**src/common/mac_regs_pkg.sv**
```systemverilog
// Package: register map, field positions, reset values and carriers
package mac_regs_pkg;

  // ****************************************
  // Register map (index, byte address = 4*index)
  // ****************************************
  localparam logic [5:0]  RX_FILTER_IDX   = 6'h02;
  localparam logic [5:0]  TX_MODE_IDX     = 6'h03;
  localparam logic [11:0] RX_FILTER_ADDR  = 12'h008;
  localparam logic [11:0] TX_MODE_ADDR    = 12'h00c;

  // ****************************************
  // Receive register fields
  // ****************************************
  localparam int RX_ACCEPT_FAULTY = 15;
  localparam int RX_ACCEPT_SHORT  = 14;
  localparam int RX_ACCEPT_BCAST  = 13;
  localparam int RX_ACCEPT_UCAST  = 12;
  localparam int RX_ACCEPT_GROUP  = 11;
  localparam int RX_LOOP_HI       = 10;
  localparam int RX_LOOP_LO       = 9;
  localparam int RX_GROUP_SEEN    = 8;
  localparam int RX_BCAST_SEEN    = 7;
  localparam int RX_LAST_IN_BUF   = 6;
  localparam int RX_CARRIER       = 5;
  localparam int RX_COLLISION     = 4;
  localparam int RX_CHECKSUM      = 3;
  localparam int RX_ALIGN         = 2;
  localparam int RX_LOOPED        = 1;
  localparam int RX_GOOD          = 0;
  localparam logic [15:0] RX_CONTROL_MASK = 16'hfe00;
  localparam logic [15:0] RX_CLEAR_MASK   = 16'h01cf;
  localparam logic [15:0] RX_RESET_VALUE  = 16'h0000;
  localparam int          MIN_FRAME_BYTES = 64;

  // ****************************************
  // Transmit register fields
  // ****************************************
  localparam logic [15:0] TX_CONFIG_MASK   = 16'hf000;
  localparam logic [15:0] TX_STATUS_MASK   = 16'h07ef;
  localparam logic [15:0] TX_WB_CLEAR_MASK = 16'h0220;
  localparam logic [15:0] TX_START_CLEAR   = 16'h04c2;
  localparam logic [15:0] TX_START_SET     = 16'h0100;
  localparam logic [15:0] TX_RESET_VALUE   = 16'h0101;

  // Loop select encodings
  typedef enum logic [1:0] {
    LOOP_NONE  = 2'b00,
    LOOP_MAC   = 2'b01,
    LOOP_CODEC = 2'b10,
    LOOP_XCVR  = 2'b11
  } loop_sel_t;

  // Per-frame receive report from the MAC
  typedef struct packed {
    logic        is_group;
    logic        is_bcast;
    logic        is_physical;
    logic        addr_match;
    logic        crc_err;
    logic        align_err;
    logic        collision;
    logic        looped;
    logic [15:0] length;
  } rx_frame_t;

  // Block state
  typedef struct packed {
    logic [15:0] rx_reg;
    logic [15:0] tx_reg;
    logic [15:0] rx_desc_reg;
    logic        rx_desc_valid_reg;
    logic [15:0] tx_desc_reg;
    logic        tx_desc_valid_reg;
    logic        accept_reg;
    logic [31:0] prdata_reg;
    logic        pready_reg;
    logic        pslverr_reg;
    logic [1:0]  carrier_sync_reg;
  } state_t;

endpackage : mac_regs_pkg

```
**src/hw/mac_rx_filter_tx_status_regs.sv**
```systemverilog
// Receive filter/status and transmit mode/status registers with APB slave
//
// Local design decision: the APB slave port.
`timescale 1ns/1ps
`default_nettype none
// Functional notes
// - With bits 15-11 clear, accept only address-match frames.
// - Copy whole receive register into accepted frame's descriptor status.
// - Clear receive bits 8-6 and 4-0 when next frame starts.
// - Software reset leaves both registers unchanged.
// - Bit 15 low rejects CRC/collision frames; high accepts, ignores collisions.
// - Bit 14 accepts frames under 64 bytes; hardware reset clears it.
// - Bit 13 accepts broadcasts plus matched frames; hardware reset clears it.
// - Bit 12 accepts every physical-destination frame.
// - Bit 11 accepts all multicast and all broadcast frames.
// - Loop field 11 selects transceiver loopback; software also sets config bit.
// - Set bit 8 for multicast, bit 7 for broadcast destination.
// - Set bit 6 when remaining words at or below end-of-buffer count.
// - Bit 5 follows carrier activity; bit 4 marks collision in frame.
// - Bit 3 on CRC alone; bit 2 instead with misalignment, only with CRC.
// - Set bit 1 on a good self-looped frame.
// - Set bit 0 only for error-free, full-length, collision-free frames.
// - Load transmit bits 15-12 from descriptor config at start.
// - At end set transmit bits 10-5 and 3-0 and write with collision count.
// - Clear transmit bits 9 and 5 after descriptor status written.
// - At next start clear bits 10, 7, 6, 1 and set bit 8.
// - Hardware reset sets transmit bits 8 and 0, clears bit 1.
module mac_rx_filter_tx_status_regs
  import mac_regs_pkg::*;
#(
  parameter int ADDR_W = 12
) (
  input  wire logic                   pclk,
  input  wire logic                   presetn,
  input  wire logic                   clk_en,
  input  wire logic                   soft_reset,
  // APB slave
  input  wire logic                   psel,
  input  wire logic                   penable,
  input  wire logic                   pwrite,
  input  wire logic [ADDR_W-1:0]      paddr,
  input  wire logic [31:0]            pwdata,
  input  wire logic [3:0]             pstrb,
  output logic      [31:0]            prdata,
  output logic                        pready,
  output logic                        pslverr,
  // Receive side
  input  wire logic                   carrier_sense,
  input  wire logic                   rx_start,
  input  wire logic                   rx_end,
  input  wire mac_regs_pkg::rx_frame_t rx_frame,
  input  wire logic [15:0]            remaining_buffer_words,
  input  wire logic [15:0]            end_of_buffer_count,
  output logic                        rx_accept,
  output logic      [15:0]            rx_descriptor_status_word,
  output logic                        rx_status_valid,
  output logic      [1:0]             loop_sel,
  // Transmit side
  input  wire logic                   tx_start,
  input  wire logic [15:0]            tx_descriptor_config_word,
  input  wire logic                   tx_end,
  input  wire logic [10:0]            tx_end_flags,
  input  wire logic [3:0]             tx_collision_count,
  input  wire logic                   tx_status_written,
  output logic      [15:0]            tx_mode,
  output logic      [15:0]            tx_descriptor_status_word,
  output logic                        tx_status_valid
);
  import mac_regs_pkg::*;

  state_t s_reg;
  state_t s_next;

  // ****************************************
  // Helpers
  // ****************************************
  // Address decode used by both read and write paths
  function automatic logic hit(input logic [ADDR_W-1:0] a, input logic [11:0] target);
    hit = (a == ADDR_W'(target));
  endfunction : hit

  // Filter decision for one frame
  function automatic logic filter_pass(input logic [15:0] ctl, input rx_frame_t f);
    logic by_addr;
    logic errs_ok;
    logic len_ok;
    by_addr = f.addr_match;
    if (ctl[RX_ACCEPT_BCAST] && f.is_bcast) by_addr = 1'b1;
    if (ctl[RX_ACCEPT_UCAST] && f.is_physical) by_addr = 1'b1;
    if (ctl[RX_ACCEPT_GROUP] && (f.is_group || f.is_bcast)) by_addr = 1'b1;
    errs_ok = ctl[RX_ACCEPT_FAULTY] || !(f.crc_err || f.collision);
    len_ok  = ctl[RX_ACCEPT_SHORT] || (f.length >= 16'(MIN_FRAME_BYTES));
    filter_pass = by_addr && errs_ok && len_ok;
  endfunction : filter_pass

  logic wr_en;
  logic rd_en;
  logic carrier_now;

  assign wr_en = psel && penable && pwrite && !s_reg.pready_reg;
  assign rd_en = psel && penable && !pwrite && !s_reg.pready_reg;
  assign carrier_now = s_reg.carrier_sync_reg[1];

  // ****************************************
  // Next-state logic
  // ****************************************
  always_comb begin
    logic [15:0] rx_v;
    logic [15:0] tx_v;
    logic        good;
    rx_v = s_reg.rx_reg;
    tx_v = s_reg.tx_reg;
    good = 1'b0;
    s_next = s_reg;
    s_next.carrier_sync_reg = {s_reg.carrier_sync_reg[0], carrier_sense};
    s_next.rx_desc_valid_reg = 1'b0;
    s_next.tx_desc_valid_reg = 1'b0;
    s_next.pready_reg = 1'b0;
    s_next.pslverr_reg = 1'b0;
    // Carrier bit tracks the line continuously
    rx_v[RX_CARRIER] = carrier_now;
    // Receive frame start clears per-frame status
    if (rx_start) begin
      rx_v = rx_v & ~RX_CLEAR_MASK;
      rx_v[RX_COLLISION] = 1'b0;
    end
    // Receive frame end: record status and accept decision
    if (rx_end) begin
      rx_v[RX_GROUP_SEEN] = rx_frame.is_group && !rx_frame.is_bcast;
      rx_v[RX_BCAST_SEEN] = rx_frame.is_bcast;
      rx_v[RX_LAST_IN_BUF] = remaining_buffer_words <= end_of_buffer_count;
      rx_v[RX_COLLISION] = rx_frame.collision;
      rx_v[RX_CHECKSUM] = rx_frame.crc_err && !rx_frame.align_err;
      rx_v[RX_ALIGN] = rx_frame.crc_err && rx_frame.align_err;
      good = !rx_frame.crc_err && !rx_frame.align_err && !rx_frame.collision
             && (rx_frame.length >= 16'(MIN_FRAME_BYTES));
      rx_v[RX_GOOD] = good;
      rx_v[RX_LOOPED] = good && rx_frame.looped
                        && (s_reg.rx_reg[RX_LOOP_HI:RX_LOOP_LO] != LOOP_NONE);
      s_next.accept_reg = filter_pass(s_reg.rx_reg, rx_frame);
      if (filter_pass(s_reg.rx_reg, rx_frame)) begin
        s_next.rx_desc_reg = rx_v;
        s_next.rx_desc_valid_reg = 1'b1;
      end
    end
    // Clear after descriptor status is stored; a same-cycle end sets again
    if (tx_status_written) begin
      tx_v = tx_v & ~TX_WB_CLEAR_MASK;
    end
    // Transmit start loads mode and primes status
    if (tx_start) begin
      tx_v = (tx_v & ~TX_CONFIG_MASK) | (tx_descriptor_config_word & TX_CONFIG_MASK);
      tx_v = (tx_v & ~TX_START_CLEAR) | TX_START_SET;
    end
    // Transmit end captures status and reports it
    if (tx_end) begin
      tx_v = (tx_v & ~TX_STATUS_MASK) | ({5'h00, tx_end_flags} & TX_STATUS_MASK);
      s_next.tx_desc_reg = {tx_collision_count, tx_v[11:0]};
      s_next.tx_desc_valid_reg = 1'b1;
    end
    // APB write: control fields only; software reset does not touch these
    if (wr_en) begin
      s_next.pready_reg = 1'b1;
      if (hit(paddr, RX_FILTER_ADDR)) begin
        if (pstrb[1]) rx_v[15:9] = pwdata[15:9];
      end else if (hit(paddr, TX_MODE_ADDR)) begin
        if (pstrb[1]) tx_v[15:12] = pwdata[15:12];
      end else begin
        s_next.pslverr_reg = 1'b1;
      end
    end
    // APB read
    if (rd_en) begin
      s_next.pready_reg = 1'b1;
      s_next.prdata_reg = 32'h0000_0000;
      if (hit(paddr, RX_FILTER_ADDR)) s_next.prdata_reg = {16'h0000, s_reg.rx_reg};
      else if (hit(paddr, TX_MODE_ADDR)) s_next.prdata_reg = {16'h0000, s_reg.tx_reg};
      else s_next.pslverr_reg = 1'b1;
    end
    s_next.rx_reg = rx_v;
    s_next.tx_reg = tx_v;
  end

  // ****************************************
  // State register (hardware reset only)
  // ****************************************
  always_ff @(posedge pclk or negedge presetn) begin
    if (!presetn) begin
      s_reg <= '0;
      s_reg.rx_reg <= RX_RESET_VALUE;
      s_reg.tx_reg <= TX_RESET_VALUE;
    end else if (clk_en) begin
      s_reg <= s_next;
    end
  end

  // Outputs straight from state
  assign prdata  = s_reg.prdata_reg;
  assign pready  = s_reg.pready_reg;
  assign pslverr = s_reg.pslverr_reg;
  assign rx_accept = s_reg.accept_reg;
  assign rx_descriptor_status_word = s_reg.rx_desc_reg;
  assign rx_status_valid = s_reg.rx_desc_valid_reg;
  assign loop_sel = s_reg.rx_reg[RX_LOOP_HI:RX_LOOP_LO];
  assign tx_mode = s_reg.tx_reg;
  assign tx_descriptor_status_word = s_reg.tx_desc_reg;
  assign tx_status_valid = s_reg.tx_desc_valid_reg;

  // ****************************************
  // Assertions
  // ****************************************
  property p_rx_clear;
    @(posedge pclk) disable iff (!presetn)
      (clk_en && rx_start && !rx_end) |=> ((s_reg.rx_reg & RX_CLEAR_MASK) == 16'h0000);
  endproperty
  a_rx_clear: assert property (p_rx_clear) else $error("rx status not cleared");

  property p_soft_reset;
    @(posedge pclk) disable iff (!presetn)
      (clk_en && soft_reset && !wr_en && !tx_start && !tx_end && !tx_status_written)
        |=> (s_reg.tx_reg == $past(s_reg.tx_reg));
  endproperty
  a_soft_reset: assert property (p_soft_reset) else $error("soft reset changed tx");

  property p_align;
    @(posedge pclk) disable iff (!presetn)
      s_reg.rx_reg[RX_ALIGN] |-> !s_reg.rx_reg[RX_CHECKSUM];
  endproperty
  a_align: assert property (p_align) else $error("align and crc both set");

  property p_desc_copy;
    @(posedge pclk) disable iff (!presetn)
      s_reg.rx_desc_valid_reg |-> (s_reg.rx_desc_reg == s_reg.rx_reg);
  endproperty
  a_desc_copy: assert property (p_desc_copy) else $error("descriptor copy mismatch");

  property p_good;
    @(posedge pclk) disable iff (!presetn)
      (clk_en && rx_end && rx_frame.crc_err) |=> !s_reg.rx_reg[RX_GOOD];
  endproperty
  a_good: assert property (p_good) else $error("good set on crc error");

  property p_tx_start;
    @(posedge pclk) disable iff (!presetn)
      (clk_en && tx_start && !tx_end && !wr_en)
        |=> (s_reg.tx_reg[8] && !s_reg.tx_reg[10] && !s_reg.tx_reg[1]
             && s_reg.tx_reg[15:12] == $past(tx_descriptor_config_word[15:12]));
  endproperty
  a_tx_start: assert property (p_tx_start) else $error("tx start update wrong");

  property p_tx_wb;
    @(posedge pclk) disable iff (!presetn)
      (clk_en && tx_status_written && !tx_end) |=> (!s_reg.tx_reg[9] && !s_reg.tx_reg[5]);
  endproperty
  a_tx_wb: assert property (p_tx_wb) else $error("tx bits 9/5 not cleared");

  property p_tx_end;
    @(posedge pclk) disable iff (!presetn)
      (clk_en && tx_end) |=> (tx_status_valid
        && tx_descriptor_status_word[15:12] == $past(tx_collision_count));
  endproperty
  a_tx_end: assert property (p_tx_end) else $error("tx status not reported");

  property p_reject_faulty;
    @(posedge pclk) disable iff (!presetn)
      (clk_en && rx_end && !s_reg.rx_reg[RX_ACCEPT_FAULTY] && rx_frame.collision)
        |=> !rx_accept;
  endproperty
  a_reject_faulty: assert property (p_reject_faulty) else $error("faulty frame accepted");

endmodule : mac_rx_filter_tx_status_regs
`default_nettype wire

```
**config.mk**
```make
export PLATFORM = sky130hd
export DESIGN_NAME = mac_rx_filter_tx_status_regs
export DESIGN_NICKNAME = d
export VERILOG_FILES = /design/src/common/mac_regs_pkg.sv /design/src/hw/mac_rx_filter_tx_status_regs.sv
export SDC_FILE = /design/constraint.sdc
export NUM_CORES = 1
export LEC_CHECK = 0
export BUFFER_PORTS_ARGS = -buffer_cell sky130_fd_sc_hd__buf_2
export CORE_UTILIZATION = 46
export DETAILED_ROUTE_END_ITERATION = 6
export PLACE_DENSITY = 0.85
export SYNTH_ARGS = -nofsm -noshare
export SYNTH_HDL_FRONTEND = slang
export SYNTH_SLANG_ARGS = --single-unit
```
**constraint.sdc**
```tcl
create_clock -name pclk -period 2.15 [get_ports pclk]
set_input_delay 0 -clock pclk [delete_from_list [all_inputs] [get_ports pclk]]
set_output_delay 0 -clock pclk [all_outputs]
set_load 0.05 [all_outputs]
```
== Yosys cells after proc, flatten, opt, wreduce, memory -nomap -nowiden ==
Cells that the tools add are included.

* Bits in registers: 87
* Latch bits: 0
* RAM bits: 0
* Bits in read-only memories: 0
* Input port bits: 148
* Output and inout bits: 87
* Logic and storage cells: 82
* Memories kept: 0

* $add $sub $neg: 0
* $mul: 0
* Divide/modulo/power cells: 0
* Order comparisons: 2
* Equal/unequal tests: 2
* Shift operators: 0
* Muxes and demuxes: 28
* Bitwise gates (word level): 2
* Reductions and logical operators: 36

{| class="wikitable"
|+ Operators by type and width
! cell !! number
|-
| 16-bit two-way mux || 4
|-
| 12-bit by 4-bit == test with 1-bit output (second input constant) || 2
|-
| 7-bit two-way mux || 3
|-
| 1-bit logical AND || 18
|-
| 16-bit by 7-bit greater-or-equal comparator with 1-bit output (second input constant) || 1
|-
| 16-bit <= comparator || 1
|-
| 4-bit two-way mux || 4
|-
| 12-bit by 16-bit OR with 16-bit output || 1
|-
| 16-bit by 11-bit OR with 16-bit output || 1
|-
| 1-bit two-way mux || 11
|-
| 10-bit two-way mux || 1
|-
| 9-bit two-way mux || 1
|-
| 2-bit AND reduction || 4
|-
| 1-bit logical NOT || 7
|-
| 5-bit two-way mux || 1
|-
| 1-bit logical OR || 4
|-
| 2-bit two-way mux || 2
|-
| 2-bit nonzero test || 2
|-
| 3-bit two-way mux || 1
|-
| 3-bit AND reduction || 1
|}

== Logic depth before layout (Yosys ltp) ==
Gate-level depths: netlist of the first run.

* Depth in word-level cells: 9
* Mapped depth: 7
* Depth with buffers taken out: 7

== Worst setup path before layout of the first run ==
No wires, ideal clock.

* Path kind: flip-flop to flip-flop
* Start: register s_reg, in the netlist pready
* End: register s_reg, in the netlist prdata[10]
* Setup time: 0.083 ns
* Arrival time: 1.661 ns
* Data required time: 2.067 ns
* Setup slack: 0.406 ns
* Stages on the path, launching flop included: 7
* Buffers on the path: 2
* Clock period less this slack: 1.744 ns
* Cell sequence: dfrtp_1 -> nand4b_1 -> or2_1 -> buf_2 -> nand2b_4 -> clkbuf_2 -> o21ai_0

* Word-level cells in the longest chain between the ends: 3

{| class="wikitable"
|+ RTL lines
! element !! RTL line !! RTL
|-
| start, declared || mac_rx_filter_tx_status_regs.sv:71 || <nowiki>state_t s_reg;</nowiki>
|-
| start signal, assigned || mac_rx_filter_tx_status_regs.sv:193 || <nowiki>s_reg <= s_next;</nowiki>
|-
| 1-bit logical NOT || mac_rx_filter_tx_status_regs.sv:101 || <nowiki>assign rd_en = psel && penable && !pwrite && !s_reg.pready_reg;</nowiki>
|-
| 1-bit logical AND || mac_rx_filter_tx_status_regs.sv:101 ||
|-
| 2-bit AND reduction (no source line) || - ||
|}

No other way between the ends.
A chain may end at the register's enable or synchronous reset.

== Worst setup path in the final report of the first run ==
* Start: register s_reg[99] in the netlist's numbering
* End: register s_reg, in the netlist rx_descriptor_status_word[0]

* Word-level cells in the longest chain between the ends: 7

{| class="wikitable"
|+ RTL lines
! element !! RTL line !! RTL
|-
| 1-bit logical AND || mac_rx_filter_tx_status_regs.sv:89 || <nowiki>if (ctl[RX_ACCEPT_UCAST] && f.is_physical) by_addr = 1'b1;</nowiki>
|-
| 1-bit two-way mux || mac_rx_filter_tx_status_regs.sv:89 ||
|-
| 1-bit two-way mux || mac_rx_filter_tx_status_regs.sv:90 || <nowiki>if (ctl[RX_ACCEPT_GROUP] && (f.is_group || f.is_bcast)) by_addr = 1'b1;</nowiki>
|-
| 1-bit two-way mux || mac_rx_filter_tx_status_regs.sv:128 || <nowiki>if (rx_end) begin</nowiki>
|-
| 1-bit logical AND (2 in a row) || mac_rx_filter_tx_status_regs.sv:93 || <nowiki>filter_pass = by_addr && errs_ok && len_ok;</nowiki>
|-
| 3-bit AND reduction (no source line) || - ||
|}

No other way between the ends. The select of a mux whose other input is x is not followed.

==> run metrics, run 1 <==
status=finished clean; total number of vias=3593; Initial DRC Count=144; most common cell after layout, fill and taps aside=buf_2; Synth Register Bits=83; Worst-Skew Late Latency=0.36 ns; CTS Buf Count=9; number of cell rows=35; slowest cell on the critical path=dfrtp_1; TritonCTS clock tree=done; antenna violations before repair=0; CTS H-tree depth=3; Max Freq=551 MHz; Synth Flop Type=dfrtp_1; required time of the critical path=2.40 ns; DR DRC count=0; GP Congestion=between 0.7 and 0.8; hold_sp=psel; clock skew=0.00645 ns; Vias/cell=4.98; Post-Route WL=11100 um; Worst-path clk slew=0.08 ns; Worst Setup Start Kind=flop; Final Hold Fails=0; final hold slack=0.0218 ns; DRT antenna net count=0; worst path arrival time=between 2 and 2.5 ns; IO Count=235; period utilization=84.3%; Max Cap Violations=0; CP max stage delay=between 0.4 and 0.5 ns; worst rel slew slack=52.9%; Post-DP HPWL=approximately 8300 um; Post-synth EDFFs=0; Buffers on Ports=about 170; reg2reg start=s_reg[99]; NumNets Final=~750; Die Y=100 um; crit end category=flop; Detailed Routing Iterations Pass 1=4; Hold WC Path Type=input port to flop; die footprint=a little over 0.01 mm^2; synthesized area=0.00445 mm^2; CTS root buf=clkbuf_8; starting density of the core=47.8%; GRT Total Usage=23.2%; post-synth cell types=44; Setup crit start=s_reg[99]; WS Path Type=flop to flop; # diodes=0; final number of max-transition violations=0; share of layout cells above drive strength 1=36.1%; mean area per synthesized cell=9.94 um^2; Post-Synthesis Cells=448; Slew @ Worst Pin=about 0.7 ns; total power=3.91 mW; post-route cell area=0.00541 mm^2; Synth-to-Final Area Change=21.4%; core area=between 0.009 and 0.01 mm^2; static leakage=3.03 nW; post-DR wirelength/cell=15.3 um; asr flop ratio synth=100%; Max VDD drop=0.475 mV; most frequent cells in the layout=buf_2 (165), nand2_1 (91), dfrtp_1 (81); final setup fails=0; first-pass GRT wire length=17800 um; Die W=between 100 and 150 um; Seq/Total Area, Yosys=46.7%; final-layout fill cell count=768; RSZ-0062 raised after global routing=false; Fin Setup TNS=0 ns; worst path bufs/invs=1; Final min period=1.81 ns; family with the most delay on the worst path=compound AO/OA/AOI/OAI gates; Area after DPL=0.00490 mm^2; PwrDens=around 720 mW/mm^2; Worst Path Max Fanout=14; vias in the first global route=3697; number of clock sinks=83; Congestion Overflow GR=0; post-CTS sizing=0; Finished Core Util=58.0%; largest net degree at the start of global routing=45; crit-path cells=a221oi_1, a211oi_2, o21ai_2, buf_4, mux2_2; Synth Warn #=0; Clock Path Buffers=2
[layer usage]
metal  track usage [%]  up-vias  wire length (um)  part of all wire (%)
met5                 0        -                 0                     0
met4              13.2        0               456                   4.1
met3              5.01       41               660                   6.0
met2              39.6      149              5630                    51
met1              27.1     1720              4330                    39
li1                  -     1683                 -                     -
[area by class of cell]
class | count | area, um^2 | share of cell area [%]
clock buffer | 9 | 124 | 2.29
clock inverter | 7 | 76.3 | 1.41
inverter | 25 | 93.8 | 1.73
multi-input combinational | 264 | 1670 | 30.9
sequential | 83 | 2080 | 38.4
tap | 129 | 161 | 2.98
timing repair buffer | 205 | 1200 | 22.3
[synth_stat cells (2+ instances only)]
master / instances / area share (%)
a22o_1: 16 / 3.1
dfstp_2: 2 / 1.2
and2_1: 2 / 0.28
o211ai_1: 2 / 0.34
inv_1: 25 / 2.1
ha_1: 16 / 4.5
dfrtp_1: 81 / 46
a21o_1: 2 / 0.34
nor3_1: 4 / 0.45
nor4b_1: 2 / 0.39
mux2_2: 8 / 2.0
a21oi_1: 8 / 0.90
buf_4: 83 / 14
mux2_4: 8 / 2.7
mux2i_1: 18 / 4.0
o21ai_0: 35 / 3.9
nand2_1: 91 / 7.7
nor2_1: 3 / 0.25
nor4_1: 3 / 0.42
buf_2: 4 / 0.45
nand4_1: 3 / 0.42
nand2b_1: 3 / 0.42
clkbuf_1: 5 / 0.42
nand3_1: 4 / 0.45
[worst reg2reg max path, delay by kind of cell, from the launching register on]
kind,cells,cell delay [ns]
AO/OA/AOI/OAI,3,0.70
buffers and inverters,1,0.24
flip-flops,1,0.42
multiplexers,1,0.34
[report_power, final]
group          internal, mW  switching (mW)  total (mW)
Clock                 0.544           0.592        1.14
Sequential             1.68          0.0795        1.76
Combinational         0.305           0.708        1.01
Total                  2.53            1.38        3.91
[metrics by stage]
stage                     worst slack (ns)  cells
final                                0.337    722
after detailed placement             0.328    675
after global placement               0.381    675
after CTS                            0.314    722
after global routing                 0.188    722
after floorplan                      0.406    467
[cells by family (layout without fill, tap and decap cells)]
kind of cell / after synthesis / after routing / share of synthesized area, %
adder cells (fa/ha/maj): 16 / 16 / 4.49
flip-flops: 83 / 83 / 46.7
multiplexers: 34 / 34 / 8.76
other: 1 / 20 / 0.0842
AO/OA/AOI/OAI: 72 / 72 / 10.4
AND/OR/NAND/NOR: 122 / 122 / 12.2
buffers and inverters: 120 / 246 / 17.4
[worst paths after layout]
| kind | to | slack [ns] | cells after the start |
|---|---|---|---|
| min in group asynchronous | tx_mode[1] | 0.19 | 2 |
| min | pready | 0.02 | 3 |
| max | rx_descriptor_status_word[0] | 0.34 | 5 |
| max reg2reg | rx_descriptor_status_word[0] | 0.34 | 5 |
| max in group asynchronous | rx_descriptor_status_word[15] | 1.25 | 3 |
| min reg2reg | tx_mode[8] | 0.48 | 2 |
[repair_timing]
item / in CTS / in global routing
hold buffers: 31 / 0
setup buffers: 0 / 0
endpoints found under the hold margin: 87 / 0
endpoints found under the setup margin: 0 / 0
(Power assumes the default switching activity.)
==> run 2, diff against run 1 <==
==> constraint.sdc (replaced) <==
create_clock -name pclk -period 1.76 [get_ports pclk]
set_input_delay 0 -clock pclk [delete_from_list [all_inputs] [get_ports pclk]]
set_output_delay 0 -clock pclk [all_outputs]
set_load 0.05 [all_outputs]
==> run 2 against run 1 <==
Routed wire length down 1.0%. Fmax up 7.9%. Clock power up 11%. Critical path depth unchanged. Worst hold slack worse by 0.0037 ns. Sequential share of layout area down 0.18 points.
==> run metrics, run 2 (same netlist as run 1, synthesis figures left out) <==
final setup fails=0 (unchanged); worst rel slew slack=52.4% (was 52.9%); status=finished clean (unchanged); CTS H-tree depth=3 (unchanged); largest net degree at the start of global routing=43 (was 45); Seq. cell area=0.00208 mm^2 (unchanged); Worst Setup Start Kind=flop (unchanged); NumNets Final=753 (was 752); CTS root buf=clkbuf_8 (unchanged); Max Freq=595 MHz (was 551 MHz); DR DRC count=0 (unchanged); first-pass GRT wire length=17600 um (was 17800 um); Flop pwr share=46.1% (was 45.0%); CTS Buf Count=9 (unchanged); vias in the first global route=3657 (was 3697); core area=0.00933 mm^2 (unchanged); Post-DP HPWL=8340 um (was 8290 um); total number of vias=3564 (was 3593); starting density of the core=47.8% (unchanged); GP Congestion=0.810 (was 0.792); final hold slack=0.0181 ns (was 0.0218 ns); most common cell after layout, fill and taps aside=buf_2 (unchanged); multi-input logic area=0.00168 mm^2 (was 0.00167 mm^2); WS Path Type=flop to flop (unchanged); Sw Pwr=1.67 mW (was 1.38 mW); number of cell rows=35 (unchanged); Buffers on Ports=166 (unchanged); post-DR wirelength/cell=15.2 um (was 15.3 um); Vias/cell=4.93 (was 4.98); die footprint=0.0101 mm^2 (unchanged); number of clock sinks=83 (unchanged); Int Power=2.99 mW (was 2.53 mW); IO Count=235 (unchanged); Worst-Skew Late Latency=0.35 ns (was 0.36 ns); antenna violations before repair=0 (unchanged); crit end category=flop (unchanged); Hold WC Path Type=input port to flop (unchanged); # diodes=0 (unchanged); Detailed Routing Iterations Pass 1=4 (unchanged); Fin Setup TNS=0 ns (unchanged); PwrDens=859 mW/mm^2 (was 723 mW/mm^2); Initial DRC Count=120 (was 144); TritonCTS clock tree=done (unchanged); Final min period=1.68 ns (was 1.81 ns); clock skew=0.0129 ns (was 0.00645 ns); Max VDD drop=0.547 mV (was 0.475 mV); Congestion Overflow GR=0 (unchanged); Slew @ Worst Pin=0.714 ns (was 0.706 ns); most frequent cells in the layout=buf_2 (165), nand2_1 (91), dfrtp_1 (81) (unchanged); Max Cap Violations=0 (unchanged); Post-Route WL=11000 um (was 11100 um); worst path arrival time=1.91 ns (was 2.06 ns); DRT antenna net count=0 (unchanged); RSZ-0062 raised after global routing=false (unchanged); Clk pwr share=27.3% (was 29.1%); final-layout fill cell count=774 (was 768); Synth-to-Final Area Change=22.0% (was 21.4%); Worst-path clk slew=0.08 ns (about the same); period utilization=95.5% (was 84.3%); Clock Path Buffers=2 (unchanged); final number of max-transition violations=0 (unchanged); static leakage=3.04 nW (was 3.03 nW); Worst Path Max Fanout=16 (was 14); GRT Total Usage=22.8% (was 23.2%); Final Hold Fails=0 (unchanged); Die Y=100 um (unchanged); Comb pwr share=26.6% (was 25.9%); Switching Fraction=35.8% (was 35.3%); share of layout cells above drive strength 1=36.5% (was 36.1%); Die W=100 um (unchanged); required time of the critical path=1.99 ns (was 2.40 ns)
-- run 2: cell types whose count changed in the layout (fill, tap and decap cells not counted) --
cell	previous run	this run
a221oi_1	1	0
a221oi_2	0	1
buf_12	0	2
buf_4	9	8
buf_6	0	1
bufinv_16	1	0
clkbuf_8	9	10
clkinv_4	1	2
clkinvlp_4	2	1
dlygate4sd3_1	31	30
-- run 2: worst paths after layout --
| check | start | to | slack, ns | cells after the start |
|---|---|---|---|---|
| max in group asynchronous | presetn | tx_mode[8] | 0.92 | 3 |
| min reg2reg | tx_mode[8] | tx_mode[8] | 0.47 | 2 |
| min | rx_end | s_reg[93] | 0.02 | 3 |
| max | s_reg[100] | rx_descriptor_status_word[5] | 0.08 | 5 |
| max reg2reg | s_reg[100] | rx_descriptor_status_word[5] | 0.08 | 5 |
| min in group asynchronous | presetn | prdata[8] | 0.17 | 2 |
-- run 2: timing repair --
action | CTS | global route
hold endpoints to repair | 85 | 0
resized for setup | 1 | 1
pin swaps | 0 | 1
hold buffers | 30 | 0
endpoints found under the setup margin | 1 | 1
setup buffers | 0 | 2
-- run 2: worst max-delay path, stage by stage, from the launching register on --
cell      delay, ns
dfrtp_1        0.44
a221oi_2       0.34
a211oi_2       0.13
o21ai_2        0.15
buf_12         0.20
mux2_4         0.30
-- run 2: power by group through the flow --
stage | sequential, mW | clock [mW] | combinational [mW]
floorplan | 2.19 | 0 | 0.990
CTS | 2.15 | 1.29 | 1.24
global placement | 2.18 | 0 | 1.15
global route | 2.17 | 1.38 | 1.33
detailed placement | 2.19 | 0 | 1.18
finish | 2.15 | 1.27 | 1.24
-- run 2: area by class of cell --
class / instances / area share, %
timing repair buffer: 206 / 22.8
tap: 129 / 2.97
multi-input combinational: 264 / 30.9
clock inverter: 6 / 0.875
inverter: 25 / 1.73
sequential: 83 / 38.3
clock buffer: 10 / 2.53
-- run 2: metrics by stage --
step                      setup WS (ns)  power (mW)  util (%)  area [um^2]  instances
after floorplan                  0.0163        3.18         -         4530        467
after global placement            0.103        3.33      52.8         4920        675
after detailed placement        0.00973        3.37      52.8         4920        675
after CTS                        0.0856        4.68      58.1         5420        721
after global routing            0.00782        4.88      58.3         5430        723
final                            0.0796        4.67      58.3         5430        723
-- run 2: routing by layer --
| metal | share of wire (%) | wire (um) | global-route usage (%) | up-vias |
|---|---|---|---|---|
| met4 | 4.0 | 434 | 11.8 | 0 |
| met2 | 51 | 5550 | 39.0 | 133 |
| met5 | 0 | 0 | 0 | - |
| li1 | - | - | - | 1682 |
| met1 | 40 | 4410 | 27.2 | 1711 |
| met3 | 5.2 | 569 | 4.46 | 38 |
